**src/rtl/asdc_pkg.sv**
```systemverilog
package asdc_pkg;
	// ----------------------------------------------------------------
	// register map
	// ----------------------------------------------------------------
	localparam logic [5:0] ADDR_STATUS = 6'h00;
	localparam logic [5:0] ADDR_MODE   = 6'h01; // converter_mode_control
	localparam logic [5:0] ADDR_IFM    = 6'h02; // interface_mode_control
	localparam logic [5:0] ADDR_REGSUM = 6'h03; // register_checksum
	localparam logic [5:0] ADDR_DATA   = 6'h04;
	localparam logic [5:0] ADDR_PIN    = 6'h06; // pin_config_register

	localparam logic [15:0] MODE_RESET = 16'ha000;
	localparam logic [15:0] IFM_RESET  = 16'h0000;
	localparam logic [15:0] PIN_RESET  = 16'h0800;

	// field positions
	localparam int COMMS_WEN_BIT   = 7; // must be zero for a valid command
	localparam int COMMS_READ_BIT  = 6;
	localparam int MODE_ABSORB_BIT = 14;
	localparam int MODE_DLY_LSB    = 8;
	localparam int IFM_ALTERNATE_SYNC_SELECT    = 12;
	localparam int IFM_DOUT_HOLD   = 8;
	localparam int IFM_APPEND      = 6;
	localparam int IFM_REG_CHECK   = 5;
	localparam int IFM_CRC_LSB     = 2;
	localparam int IFM_SHORT_WORD  = 0;
	localparam int PIN_SYNC_EN     = 11;
	localparam int PIN_ERR_LSB     = 9;
	localparam int PIN_ERR_LEVEL   = 8;

	// error pin functions
	localparam logic [1:0] ERR_OFF = 2'h0;
	localparam logic [1:0] ERR_IN  = 2'h1;
	localparam logic [1:0] ERR_OUT = 2'h2;
	localparam logic [1:0] ERR_GPO = 2'h3;

	localparam logic [7:0] CRC_POLY = 8'h07; // x^8 + x^2 + x + 1

	// ----------------------------------------------------------------
	// timing
	// ----------------------------------------------------------------
	localparam int CLK_MHZ       = 100;
	localparam int CONV_US       = 100;
	localparam int DELAY_US [8]  = '{0, 25, 50, 100, 200, 400, 700, 1000};
	localparam int DOUT_HOLD_NS  = 20;
	localparam int DOUT_HOLD_CYC = (DOUT_HOLD_NS * CLK_MHZ + 999) / 1000;
	localparam int SCLK_HALF_NS  = 80;
	localparam int SCLK_HALF_CYC = SCLK_HALF_NS * CLK_MHZ / 1000;
	localparam int SYNC_LOW_NS   = 10;
	localparam int SYNC_LOW_CYC  = (SYNC_LOW_NS * CLK_MHZ + 999) / 1000;

	// output data rates in hundredths of a sample per second
	localparam logic [24:0] ODR_ABSORB_LIMIT = 25'd1000000;
	localparam logic [24:0] ODR_NO_ABS_A     = 25'd39750;
	localparam logic [24:0] ODR_NO_ABS_B     = 25'd5992;
	localparam logic [24:0] ODR_NO_ABS_C     = 25'd4996;
	localparam logic [24:0] ODR_NO_ABS_D     = 25'd1666;

	// bits moved in the data phase of a frame
	function automatic logic [5:0] asdc_reg_bits(input logic [5:0] addr,
		input logic short_word, input logic append);
		case (addr)
			ADDR_STATUS: return 6'd8;
			ADDR_MODE, ADDR_IFM, ADDR_PIN: return 6'd16;
			ADDR_REGSUM: return 6'd24;
			ADDR_DATA: return (short_word ? 6'd16 : 6'd24) + (append ? 6'd8 : 6'd0);
			default: return 6'd8;
		endcase
	endfunction : asdc_reg_bits

	// write checksum over the first nbits of msg, msb first
	function automatic logic [7:0] asdc_crc8(input logic [31:0] msg, input logic [5:0] nbits);
		logic [7:0] c;
		c = 8'h00;
		for (int i = 31; i >= 0; i--)
			if (6'(31 - i) < nbits)
				c = {c[6:0], 1'b0} ^ ((c[7] ^ msg[i]) ? CRC_POLY : 8'h00);
		return c;
	endfunction : asdc_crc8
endpackage : asdc_pkg

```
**src/rtl/asdc_link_if.sv**
```systemverilog
`timescale 1ns/100ps
interface asdc_link_if;
	logic cs_n;
	logic sclk;
	logic din;
	logic dout_rdy_n;
	logic sync_n;
	logic err_o;
	logic err_oe;
	wire  err_line;

	// open-drain line with pull-up
	assign err_line = err_oe ? err_o : 1'b1;

	modport dev (input cs_n, input sclk, input din, input sync_n, input err_line,
		output dout_rdy_n, output err_o, output err_oe);
	modport host (output cs_n, output sclk, output din, output sync_n,
		input dout_rdy_n, input err_line);
endinterface : asdc_link_if

```
**src/rtl/asdc_device.sv**
```systemverilog
`timescale 1ns/100ps
// Summary of operation
// - three-bit settle delay, zero to one millisecond
// - delay lengthens conversion unless absorbed
// - absorb delay under half conversion, sinc5
// - absorb only below 10k, four rates excluded
// - 24-bit results, optional rounding to 16
// - pin shows ready, data during reads
// - hold bit keeps data until select rises
// - sync enable resets filter, keeps setup
// - host holds sync low one master period
// - sync low holds filter in reset
// - release on next master edge after rise
// - host raises sync on master rising edge
// - sync rise starts conversion, ready marks end
// - alternate sync: finish, advance, wait high
// - host uses alternate sync with channels
// - conversion error follows range condition
// - bad write checksum flags, status read clears
// - register monitor flags changes, cleared off
// - error pin open-drain OR of flags
// - error pin input joins conversion error
// - error pin off or general output
// - status appended after conversion data
// - write checksum polynomial x^8+x^2+x+1
module asdc_device #(
	parameter int CYC_PER_US = asdc_pkg::CLK_MHZ,
	parameter int CONV_CYC   = asdc_pkg::CONV_US * asdc_pkg::CLK_MHZ
) (
	input  wire logic        clk,
	input  wire logic        rst_n,
	asdc_link_if.dev         link,
	input  wire logic [23:0] sample_in,
	input  wire logic        over_in,
	input  wire logic        under_in,
	input  wire logic        filter_sinc5_in,
	input  wire logic [24:0] odr_csps_in,
	input  wire logic [1:0]  last_chan_in,
	output logic      [23:0] result_out,
	output logic             result_valid,
	output logic      [1:0]  result_chan,
	output logic             sampling
);
	import asdc_pkg::*;

	typedef enum logic [1:0] {CV_HOLD, CV_RUN, CV_WAIT} asdc_cv_t;
	typedef enum logic [2:0] {SP_CMD, SP_WDATA, SP_WCRC, SP_READ, SP_DONE} asdc_sp_t;

	// ----------------------------------------------------------------
	// pin synchronisers
	// ----------------------------------------------------------------
	logic [4:0] pin_s1_reg;
	logic [4:0] pin_s2_reg;
	logic       sclk_prev_reg;

	// two flops on every pin before any logic reads it
	always_ff @(posedge clk or negedge rst_n)
	begin
		if (!rst_n)
		begin
			pin_s1_reg    <= 5'h1f;
			pin_s2_reg    <= 5'h1f;
			sclk_prev_reg <= 1'b1;
		end
		else
		begin
			pin_s1_reg    <= {link.cs_n, link.sclk, link.din, link.sync_n, link.err_line};
			pin_s2_reg    <= pin_s1_reg;
			sclk_prev_reg <= pin_s2_reg[3];
		end
	end

	wire cs_s   = pin_s2_reg[4];
	wire sclk_s = pin_s2_reg[3];
	wire din_s  = pin_s2_reg[2];
	wire sync_s = pin_s2_reg[1];
	wire err_s  = pin_s2_reg[0];
	wire rise   = !cs_s && sclk_s && !sclk_prev_reg;
	wire fall   = !cs_s && !sclk_s && sclk_prev_reg;

	// ----------------------------------------------------------------
	// registers and field decode
	// ----------------------------------------------------------------
	logic [15:0] mode_reg;
	logic [15:0] ifm_reg;
	logic [15:0] pin_reg;
	logic        rdy_n_reg;
	logic        adc_err_reg;
	logic        crc_err_reg;
	logic        reg_err_reg;
	logic [31:0] snap_reg;
	logic [1:0]  chan_reg;

	wire [2:0] dly_sel               = mode_reg[MODE_DLY_LSB +: 3];
	wire       delay_absorb          = mode_reg[MODE_ABSORB_BIT];
	wire       alternate_sync_select = ifm_reg[IFM_ALTERNATE_SYNC_SELECT];
	wire       dout_hold             = ifm_reg[IFM_DOUT_HOLD];
	wire       status_append         = ifm_reg[IFM_APPEND];
	wire       reg_check             = ifm_reg[IFM_REG_CHECK];
	wire       crc_en                = |ifm_reg[IFM_CRC_LSB +: 2];
	wire       short_word_select     = ifm_reg[IFM_SHORT_WORD];
	wire       sync_en               = pin_reg[PIN_SYNC_EN];
	wire [1:0] err_mode              = pin_reg[PIN_ERR_LSB +: 2];
	wire [7:0] status8 = {rdy_n_reg, adc_err_reg, crc_err_reg, reg_err_reg, 2'b00, chan_reg};
	wire       any_err = adc_err_reg | crc_err_reg | reg_err_reg;

	// ----------------------------------------------------------------
	// conversion timing
	// ----------------------------------------------------------------
	asdc_cv_t    cv_state;
	logic [19:0] cv_cnt;
	logic [1:0]  cur_chan_reg;

	wire [19:0] dly_cyc = 20'(DELAY_US[dly_sel] * CYC_PER_US);
	wire odr_ok = (odr_csps_in < ODR_ABSORB_LIMIT) && (odr_csps_in != ODR_NO_ABS_A) &&
		(odr_csps_in != ODR_NO_ABS_B) && (odr_csps_in != ODR_NO_ABS_C) &&
		(odr_csps_in != ODR_NO_ABS_D);
	// absorbing trades filter averages for the settle time
	wire absorb = delay_absorb && filter_sinc5_in && odr_ok &&
		(dly_cyc < 20'(CONV_CYC / 2));
	wire [19:0] conv_total = absorb ? 20'(CONV_CYC) : 20'(CONV_CYC) + dly_cyc;
	wire sync_hold = sync_en && !alternate_sync_select && !sync_s;
	wire alt_stop  = sync_en && alternate_sync_select && !sync_s;
	wire conv_done = (cv_state == CV_RUN) && !sync_hold && (cv_cnt >= conv_total - 20'd1);

	// filter state; sync low holds it cleared, setup registers untouched
	always_ff @(posedge clk or negedge rst_n)
	begin
		if (!rst_n)
		begin
			cv_state <= CV_RUN;
			cv_cnt   <= 20'h00000;
		end
		else if (sync_hold)
		begin
			cv_state <= CV_HOLD;
			cv_cnt   <= 20'h00000;
		end
		else
		begin
			case (cv_state)
				CV_HOLD: cv_state <= CV_RUN;
				CV_RUN:
				begin
					cv_cnt <= conv_done ? 20'h00000 : cv_cnt + 20'd1;
					if (conv_done && alt_stop)
						cv_state <= CV_WAIT;
				end
				CV_WAIT:
				begin
					if (!alt_stop)
						cv_state <= CV_RUN;
				end
				default: cv_state <= CV_RUN;
			endcase
		end
	end

	// result path: rounding saturates so 0x..ff80 cannot wrap to zero
	wire [16:0] rnd      = {1'b0, sample_in[23:8]} + 17'(sample_in[7]);
	wire [15:0] r16      = rnd[16] ? 16'hffff : rnd[15:0];
	wire [23:0] conv_val = over_in ? 24'hffffff : under_in ? 24'h000000 :
		short_word_select ? {r16, 8'h00} : sample_in;
	wire adc_cond = over_in | under_in | ((err_mode == ERR_IN) & !err_s);

	// store result, mark ready, step to the next channel
	always_ff @(posedge clk or negedge rst_n)
	begin
		if (!rst_n)
		begin
			result_out   <= 24'h000000;
			result_valid <= 1'b0;
			result_chan  <= 2'h0;
			chan_reg     <= 2'h0;
			cur_chan_reg <= 2'h0;
			sampling     <= 1'b0;
			adc_err_reg  <= 1'b0;
		end
		else
		begin
			result_valid <= conv_done;
			sampling     <= (cv_state == CV_RUN) && !sync_hold && (cv_cnt >= dly_cyc);
			adc_err_reg  <= adc_cond;
			if (conv_done)
			begin
				result_out   <= conv_val;
				result_chan  <= cur_chan_reg;
				chan_reg     <= cur_chan_reg;
				cur_chan_reg <= (cur_chan_reg == last_chan_in) ? 2'h0 : cur_chan_reg + 2'h1;
			end
		end
	end

	// ----------------------------------------------------------------
	// serial port
	// ----------------------------------------------------------------
	asdc_sp_t    sp_state;
	logic [5:0]  bit_cnt;
	logic [5:0]  len_reg;
	logic [7:0]  cmd_reg;
	logic [23:0] wsh_reg;
	logic [31:0] rsh_reg;
	logic [7:0]  crc_reg;
	logic        dbit_reg;
	logic        dmode_reg;
	logic [3:0]  hold_cnt;

	wire [7:0]  cmd_full = {cmd_reg[6:0], din_s};
	wire [5:0]  cmd_addr = cmd_full[5:0];
	wire        last     = (bit_cnt == len_reg - 6'd1);
	wire [23:0] wsh_next = {wsh_reg[22:0], din_s};
	wire [7:0]  crc_next = {crc_reg[6:0], 1'b0} ^ ((crc_reg[7] ^ din_s) ? CRC_POLY : 8'h00);
	wire [5:0]  cmd_len  = asdc_reg_bits(cmd_addr, short_word_select, status_append);
	wire cmd_end  = rise && (sp_state == SP_CMD) && (bit_cnt == 6'd7);
	wire cmd_ok   = !cmd_full[COMMS_WEN_BIT];
	wire rd_start = cmd_end && cmd_ok && cmd_full[COMMS_READ_BIT];
	wire rd_end   = rise && (sp_state == SP_READ) && last;
	// remainder over message plus received checksum is zero on a match
	wire crc_last = rise && (sp_state == SP_WCRC) && (bit_cnt == 6'd7);
	wire wr_fire  = (rise && (sp_state == SP_WDATA) && last && !crc_en) ||
		(crc_last && (crc_next == 8'h00));
	wire crc_bad  = crc_last && (crc_next != 8'h00);
	wire [15:0] wval = (sp_state == SP_WCRC) ? wsh_reg[15:0] : wsh_next[15:0];
	wire [5:0]  wr_addr = cmd_reg[5:0];
	wire [15:0] pin_rd = (err_mode == ERR_IN) ?
		{pin_reg[15:9], err_s, pin_reg[7:0]} : pin_reg;
	wire [23:0] regsum = {mode_reg, asdc_crc8({pin_reg, 16'h0000}, 6'd16)};

	// read value, left aligned; status trails the data word
	logic [31:0] rd_val;
	always_comb
	begin
		case (cmd_addr)
			ADDR_STATUS: rd_val = {status8, 24'h000000};
			ADDR_MODE:   rd_val = {mode_reg, 16'h0000};
			ADDR_IFM:    rd_val = {ifm_reg, 16'h0000};
			ADDR_REGSUM: rd_val = {regsum, 8'h00};
			ADDR_PIN:    rd_val = {pin_rd, 16'h0000};
			ADDR_DATA:   rd_val = short_word_select ? {result_out[23:8], status8, 8'h00} :
				{result_out, status8};
			default:     rd_val = 32'h00000000;
		endcase
	end

	// frame sequencer: sample on rising, present on falling edge
	always_ff @(posedge clk or negedge rst_n)
	begin
		if (!rst_n)
		begin
			sp_state <= SP_CMD;
			bit_cnt  <= 6'd0;
			len_reg  <= 6'd0;
			cmd_reg  <= 8'h00;
			wsh_reg  <= 24'h000000;
			rsh_reg  <= 32'h00000000;
			crc_reg  <= 8'h00;
			dbit_reg <= 1'b1;
		end
		else if (cs_s)
		begin
			sp_state <= SP_CMD;
			bit_cnt  <= 6'd0;
			crc_reg  <= 8'h00;
		end
		else if (rise)
		begin
			bit_cnt <= bit_cnt + 6'd1;
			crc_reg <= crc_next;
			case (sp_state)
				SP_CMD:
				begin
					cmd_reg <= cmd_full;
					if (bit_cnt == 6'd7)
					begin
						bit_cnt  <= 6'd0;
						len_reg  <= cmd_len;
						rsh_reg  <= rd_val;
						sp_state <= !cmd_ok ? SP_DONE :
							cmd_full[COMMS_READ_BIT] ? SP_READ : SP_WDATA;
					end
				end
				SP_WDATA:
				begin
					wsh_reg <= wsh_next;
					if (last)
					begin
						bit_cnt  <= 6'd0;
						sp_state <= crc_en ? SP_WCRC : SP_DONE;
					end
				end
				SP_WCRC:  if (bit_cnt == 6'd7) sp_state <= SP_DONE;
				SP_READ:  if (last) sp_state <= SP_DONE;
				SP_DONE:  bit_cnt <= bit_cnt;
				default:  sp_state <= SP_DONE;
			endcase
		end
		else if (fall && sp_state == SP_READ)
		begin
			dbit_reg <= rsh_reg[31];
			rsh_reg  <= {rsh_reg[30:0], 1'b0};
		end
	end

	// writable registers; monitored ones must be written with checking off
	always_ff @(posedge clk or negedge rst_n)
	begin
		if (!rst_n)
		begin
			mode_reg <= MODE_RESET;
			ifm_reg  <= IFM_RESET;
			pin_reg  <= PIN_RESET;
		end
		else if (wr_fire)
		begin
			if (wr_addr == ADDR_MODE)
				mode_reg <= wval;
			if (wr_addr == ADDR_IFM)
				ifm_reg <= wval;
			if (wr_addr == ADDR_PIN)
				pin_reg <= wval;
		end
	end

	// status flags: a new event wins over a clear in the same cycle
	always_ff @(posedge clk or negedge rst_n)
	begin
		if (!rst_n)
		begin
			rdy_n_reg   <= 1'b1;
			crc_err_reg <= 1'b0;
			reg_err_reg <= 1'b0;
			snap_reg    <= {MODE_RESET, PIN_RESET};
		end
		else
		begin
			rdy_n_reg   <= conv_done ? 1'b0 :
				(rd_end && cmd_reg[5:0] == ADDR_DATA) ? 1'b1 : rdy_n_reg;
			crc_err_reg <= crc_bad | (crc_err_reg & !(rd_start && cmd_addr == ADDR_STATUS));
			snap_reg    <= reg_check ? snap_reg : {mode_reg, pin_reg};
			reg_err_reg <= reg_check &&
				(reg_err_reg || {mode_reg, pin_reg} != snap_reg);
		end
	end

	// ----------------------------------------------------------------
	// pin drivers
	// ----------------------------------------------------------------
	// data mode ends after a short hold, or on deselect when the hold bit is set
	always_ff @(posedge clk or negedge rst_n)
	begin
		if (!rst_n)
		begin
			dmode_reg       <= 1'b0;
			hold_cnt        <= 4'h0;
			link.dout_rdy_n <= 1'b1;
			link.err_o      <= 1'b0;
			link.err_oe     <= 1'b0;
		end
		else
		begin
			if (rd_start)
				dmode_reg <= 1'b1;
			else if (cs_s || (!dout_hold && hold_cnt == 4'h1))
				dmode_reg <= 1'b0;
			hold_cnt <= rd_end ? 4'(DOUT_HOLD_CYC) : (hold_cnt != 4'h0) ? hold_cnt - 4'h1 : 4'h0;
			link.dout_rdy_n <= dmode_reg ? dbit_reg : rdy_n_reg;
			link.err_o      <= (err_mode == ERR_GPO) & pin_reg[PIN_ERR_LEVEL];
			link.err_oe     <= ((err_mode == ERR_OUT) & any_err) |
				(err_mode == ERR_GPO);
		end
	end
endmodule : asdc_device

```
**src/flat_wrapper.sv**
```systemverilog
// flat-port wrapper written by rule: the top's interface ports become plain ports
module asdc_device_flat import asdc_pkg::*;
#(
	parameter int CYC_PER_US = asdc_pkg::CLK_MHZ,
	parameter int CONV_CYC   = asdc_pkg::CONV_US * asdc_pkg::CLK_MHZ
)
  (clk, rst_n, sample_in, over_in, under_in, filter_sinc5_in, odr_csps_in, last_chan_in, result_out, result_valid, result_chan, sampling, link_cs_n, link_sclk, link_din, link_sync_n, link_dout_rdy_n, link_err_o, link_err_oe);
  asdc_link_if link_i ();
  input  wire logic clk;
  input  wire logic rst_n;
  input  wire logic [23:0] sample_in;
  input  wire logic over_in;
  input  wire logic under_in;
  input  wire logic filter_sinc5_in;
  input  wire logic [24:0] odr_csps_in;
  input  wire logic [1:0] last_chan_in;
  output logic      [23:0] result_out;
  output logic result_valid;
  output logic      [1:0] result_chan;
  output logic sampling;
  input wire logic [$bits(link_i.cs_n)-1:0] link_cs_n;
  input wire logic [$bits(link_i.sclk)-1:0] link_sclk;
  input wire logic [$bits(link_i.din)-1:0] link_din;
  input wire logic [$bits(link_i.sync_n)-1:0] link_sync_n;
  output wire logic [$bits(link_i.dout_rdy_n)-1:0] link_dout_rdy_n;
  output wire logic [$bits(link_i.err_o)-1:0] link_err_o;
  output wire logic [$bits(link_i.err_oe)-1:0] link_err_oe;
  assign link_i.cs_n = link_cs_n;
  assign link_i.sclk = link_sclk;
  assign link_i.din = link_din;
  assign link_i.sync_n = link_sync_n;
  assign link_dout_rdy_n = link_i.dout_rdy_n;
  assign link_err_o = link_i.err_o;
  assign link_err_oe = link_i.err_oe;
  asdc_device #(.CYC_PER_US(CYC_PER_US), .CONV_CYC(CONV_CYC)) u_core (.clk(clk), .rst_n(rst_n), .link(link_i), .sample_in(sample_in), .over_in(over_in), .under_in(under_in), .filter_sinc5_in(filter_sinc5_in), .odr_csps_in(odr_csps_in), .last_chan_in(last_chan_in), .result_out(result_out), .result_valid(result_valid), .result_chan(result_chan), .sampling(sampling));
endmodule
```
**config.mk**
```make
export PLATFORM = sky130hd
export DESIGN_NAME = asdc_device_flat
export DESIGN_NICKNAME = d
export VERILOG_FILES = /design/src/rtl/asdc_pkg.sv /design/src/rtl/asdc_link_if.sv /design/src/rtl/asdc_device.sv /design/src/flat_wrapper.sv
export SDC_FILE = /design/constraint.sdc
export NUM_CORES = 1
export LEC_CHECK = 0
export BUFFER_PORTS_ARGS = -buffer_cell sky130_fd_sc_hd__buf_2
export CORE_MARGIN = 2
export CORE_UTILIZATION = 40
export CTS_CLUSTER_DIAMETER = 200
export DETAILED_ROUTE_END_ITERATION = 8
export PLACE_DENSITY = 0.53
export SETUP_SLACK_MARGIN = 0.2
export SYNTH_ARGS = -nofsm -noshare
export SYNTH_HDL_FRONTEND = slang
export SYNTH_SLANG_ARGS = --single-unit
```
**constraint.sdc**
```tcl
create_clock -name clk -period 19.5 [get_ports clk]
set_input_delay 2.925 -clock clk [delete_from_list [all_inputs] [get_ports clk]]
set_output_delay 2.925 -clock clk [all_outputs]
set_load 0.01 [all_outputs]
```
==> qor.txt <==
Status -> completed
Synth unique cells -> 90
Hold path depth -> 0
Core Footprint -> 0.0353 sq mm
RSZ-0062 raised after global routing -> no
Cts hold-fix bufs -> 0
Max IR drop VDD -> 0.0000692 V
CP Data Arrival Time -> 8.39 ns
Synth Warn # -> 0
Pwr Total -> 1.14 mW
Crit-path slowest cell -> or2_1
Total I/O pin count -> 91
Number of flops mapped to enable cells by yosys -> 0
Root buf cell -> clkbuf_16
Largest net degree at the start of global routing -> 91
Initial antenna violation count -> 0
Setup_tns -> 0 ns
Setup crit start kind -> input port
DR pass1 iterations -> 5
Post-Route Skew -> 0.0165 ns
Post_cts resized -> 0
ANT cells -> 0
Max-slew headroom -> 0.257
Final setup viols -> 0
# H-tree levels -> 1
Post-synth ARST share -> 1.00
Worst path cell trace -> buf_2 > or4b_1 > o32ai_2 > nand3_1 > a211oi_2 > or4_4 > nand2_1 > ha_1 > nor3b_1 > o21ai_0 > nor3_1 > xor2_1 > nand2_1 > ha_1 > a21o_1 > a21o_1 > a21oi_1 > o21ai_0 > a221o_1 > a21oi_2 > buf_4 > or2_1 > inv_2 > mux2_2
Multi-input logic area -> 0.00792 sq mm
Max Cap Viol -> 0
Crit end category -> register
FP Rows -> 69
Net Count, Synth -> 1647
Power per cell area -> 70.9 mW/mm^2
Avg Inst Size Synth -> 9.43 sq um
Hold WC Path Type -> reg2reg
Port Buffers -> 90
Via count -> 11300
Minimum clock period -> 7.94 ns
P_leak -> 7.33 nW
CTS tree -> done
CTS Sinks -> 231
HPWL Detailed -> 27.7 mm
Total wire length -> 38.2 mm
Layout area overhead -> 12.9%
# fillers -> 3417
Initial Util -> 0.403
Ratio of final minimum period to clock period -> 0.407
Layout cells sized above 1 -> 0.180
Clock Latency Late Sink -> 0.58 ns
WHS -> 0.354 ns
Worst Path Required -> 19.95 ns
Gate Count Post-Synth -> 1508
Aggregate global-route resource usage -> 0.209
Vias per cell -> 5.52
Postcts setup bufs -> 0
Worst Tran Pin Value -> 1.11 ns
Slowest Stage Delay on Critical Path -> 0.69 ns
WL/cell -> 18.7 um
TritonCTS buffer count -> 29
GR Overflow Total -> 0
Synth Register Bits -> 231
Max Transition Viols Final -> 0
Die ar. -> 0.0371 sq mm
Fin. Hold Viols -> 0
Highest clock rate -> 126 MHz
Cell Area, Synth -> 0.0142 sq mm
Critical path class -> in2reg
Critical Path Fanout Max -> 26
Post-synthesis sequential area ratio -> 0.409
Main synth FF type -> dfrtp_1
Vias in the first global route -> 11100
DRC errors left -> 0
Clock tree buffer depth -> 3
Routability cong. -> 0.836
1st-iter DRT viols -> 497
Global-route wire length before repair -> 61.2 mm
Die W -> 193 um
Clock slew at reported path FFs -> 0.06 ns
Final #Nets -> 1705
FF+latch area -> 0.00581 sq mm
Die height -> 193 um
Remaining antenna violation count -> 0
R2R depth -> 31
==> power breakdown <==
group	switching, mW	internal (mW)
combinational	0.0560	0.0310
clock	0.219	0.324
sequential	0.0164	0.491
==> placed cells by master (no fill, tap or decap), drive strengths merged, types with 14 or more instances in the layout <==
cell type	synthesis	final
dfrtp	210	210
nor2	152	152
nand2	139	139
o21ai	124	124
buf	25	108
a21oi	106	106
ha	74	74
mux2	72	72
xnor2	55	55
nand3	53	53
inv	49	52
xor2	50	50
clkbuf	56	41
mux2i	28	28
dfstp	21	21
a22oi	18	18
nor3	17	17
a21o	17	17
a221oi	17	17
nand4	16	16
nand3b	15	15
nor4	15	15
nand2b	14	14
==> cells by family (layout without fill, tap and decap cells) <==
family	count (synthesis)	after routing	share of synthesized area
xor+xnor	105	105	0.0666
mux	102	102	0.0805
compound gates	367	367	0.165
buf+inv	130	211	0.0364
flops	231	231	0.409
simple gates	494	494	0.171
fa+ha+maj	79	79	0.0722
==> layer usage <==
layer / wire length (um) / vias to the layer above / share of wire / GRT usage
li1: - / 5510 / - / -
met1: 17400 / 5516 / 0.45 / 0.276
met2: 18200 / 229 / 0.48 / 0.353
met3: 1450 / 68 / 0.038 / 0.0280
met4: 1190 / 0 / 0.031 / 0.0699
met5: 0 / - / 0 / 0
==> path summary, 6_finish.rpt <==
| path | start | endpoint | slack (ns) |
|---|---|---|---|
| setup / recovery | odr_csps_in[10] | u_core.result_out[22] | 11.56 |
| setup reg to reg | u_core.mode_reg[9] | u_core.result_out[22] | 11.57 |
| min in group asynchronous | rst_n | u_core.cv_cnt[16] | 2.32 |
| hold / removal | u_core.pin_s1_reg[2] | u_core.pin_s2_reg[2] | 0.35 |
| max in group asynchronous | rst_n | u_core.result_out[1] | 15.69 |
| hold reg to reg | u_core.pin_s1_reg[2] | u_core.pin_s2_reg[2] | 0.35 |
==> synthesized netlist by cell type, types with 4 or more instances <==
master	count	area [sq um]
and4_1	4	35.0
inv_2	4	15.0
o311ai_0	5	43.8
xor2_1	50	438
dfrtp_1	210	5260
mux2i_1	28	280
nor4_1	13	81.3
ha_1	74	926
nand2_1	139	522
nand3_1	53	265
o211ai_1	6	45.0
o21bai_1	5	37.5
dfstp_2	21	552
clkbuf_1	56	210
or4_1	7	52.6
nand3b_1	15	113
and2_1	6	37.5
nor3_1	17	85.1
or2_2	4	25.0
xnor2_1	53	464
a22o_1	5	43.8
nor2b_1	10	62.6
nor3b_1	7	52.6
a221oi_1	17	149
mux2_2	70	788
or3_1	6	37.5
a211oi_1	4	30.0
o21ai_0	113	566
a21oi_1	104	521
nor2_1	150	563
inv_1	45	169
o21ai_1	10	50.1
o31ai_1	6	45.0
o311ai_1	7	61.3
buf_1	11	41.3
fa_1	5	100
a21o_1	17	128
and3_1	12	75.1
nand4_1	15	93.8
buf_2	12	60.1
o22ai_1	10	62.6
a22oi_1	17	128
nand2b_1	14	87.6
==> metrics by stage <==
step | utilization | setup WS (ns) | instance area (sq um) | cells
final | 0.454 | 11.56 | 16000 | 2050
after floorplan | - | 12.07 | 14200 | 1508
after detailed placement | 0.427 | 11.00 | 15100 | 1996
after global placement | 0.427 | 11.10 | 15100 | 1996
after CTS | 0.454 | 11.50 | 16000 | 2050
after global routing | 0.454 | 10.97 | 16000 | 2050
==> critical path: cells and delay by family <==
family,cells,cell delay [ns]
AO/OA/AOI/OAI,9,1.91
XOR/XNOR,1,0.15
adder cells (fa/ha/maj),2,0.40
buffers and inverters,3,0.54
multiplexers,1,0.32
AND/OR/NAND/NOR,8,2.16
==> area by class of cell <==
class / count / share of cell area
Clock buffer: 41 / 0.0493
Clock inverter: 13 / 0.0106
Tap cell: 461 / 0.0360
Sequential cell: 231 / 0.362
Inverter: 49 / 0.0115
Timing Repair Buffer: 108 / 0.0371
Multi-Input combinational cell: 1147 / 0.494
(Power assumes the default switching activity.)
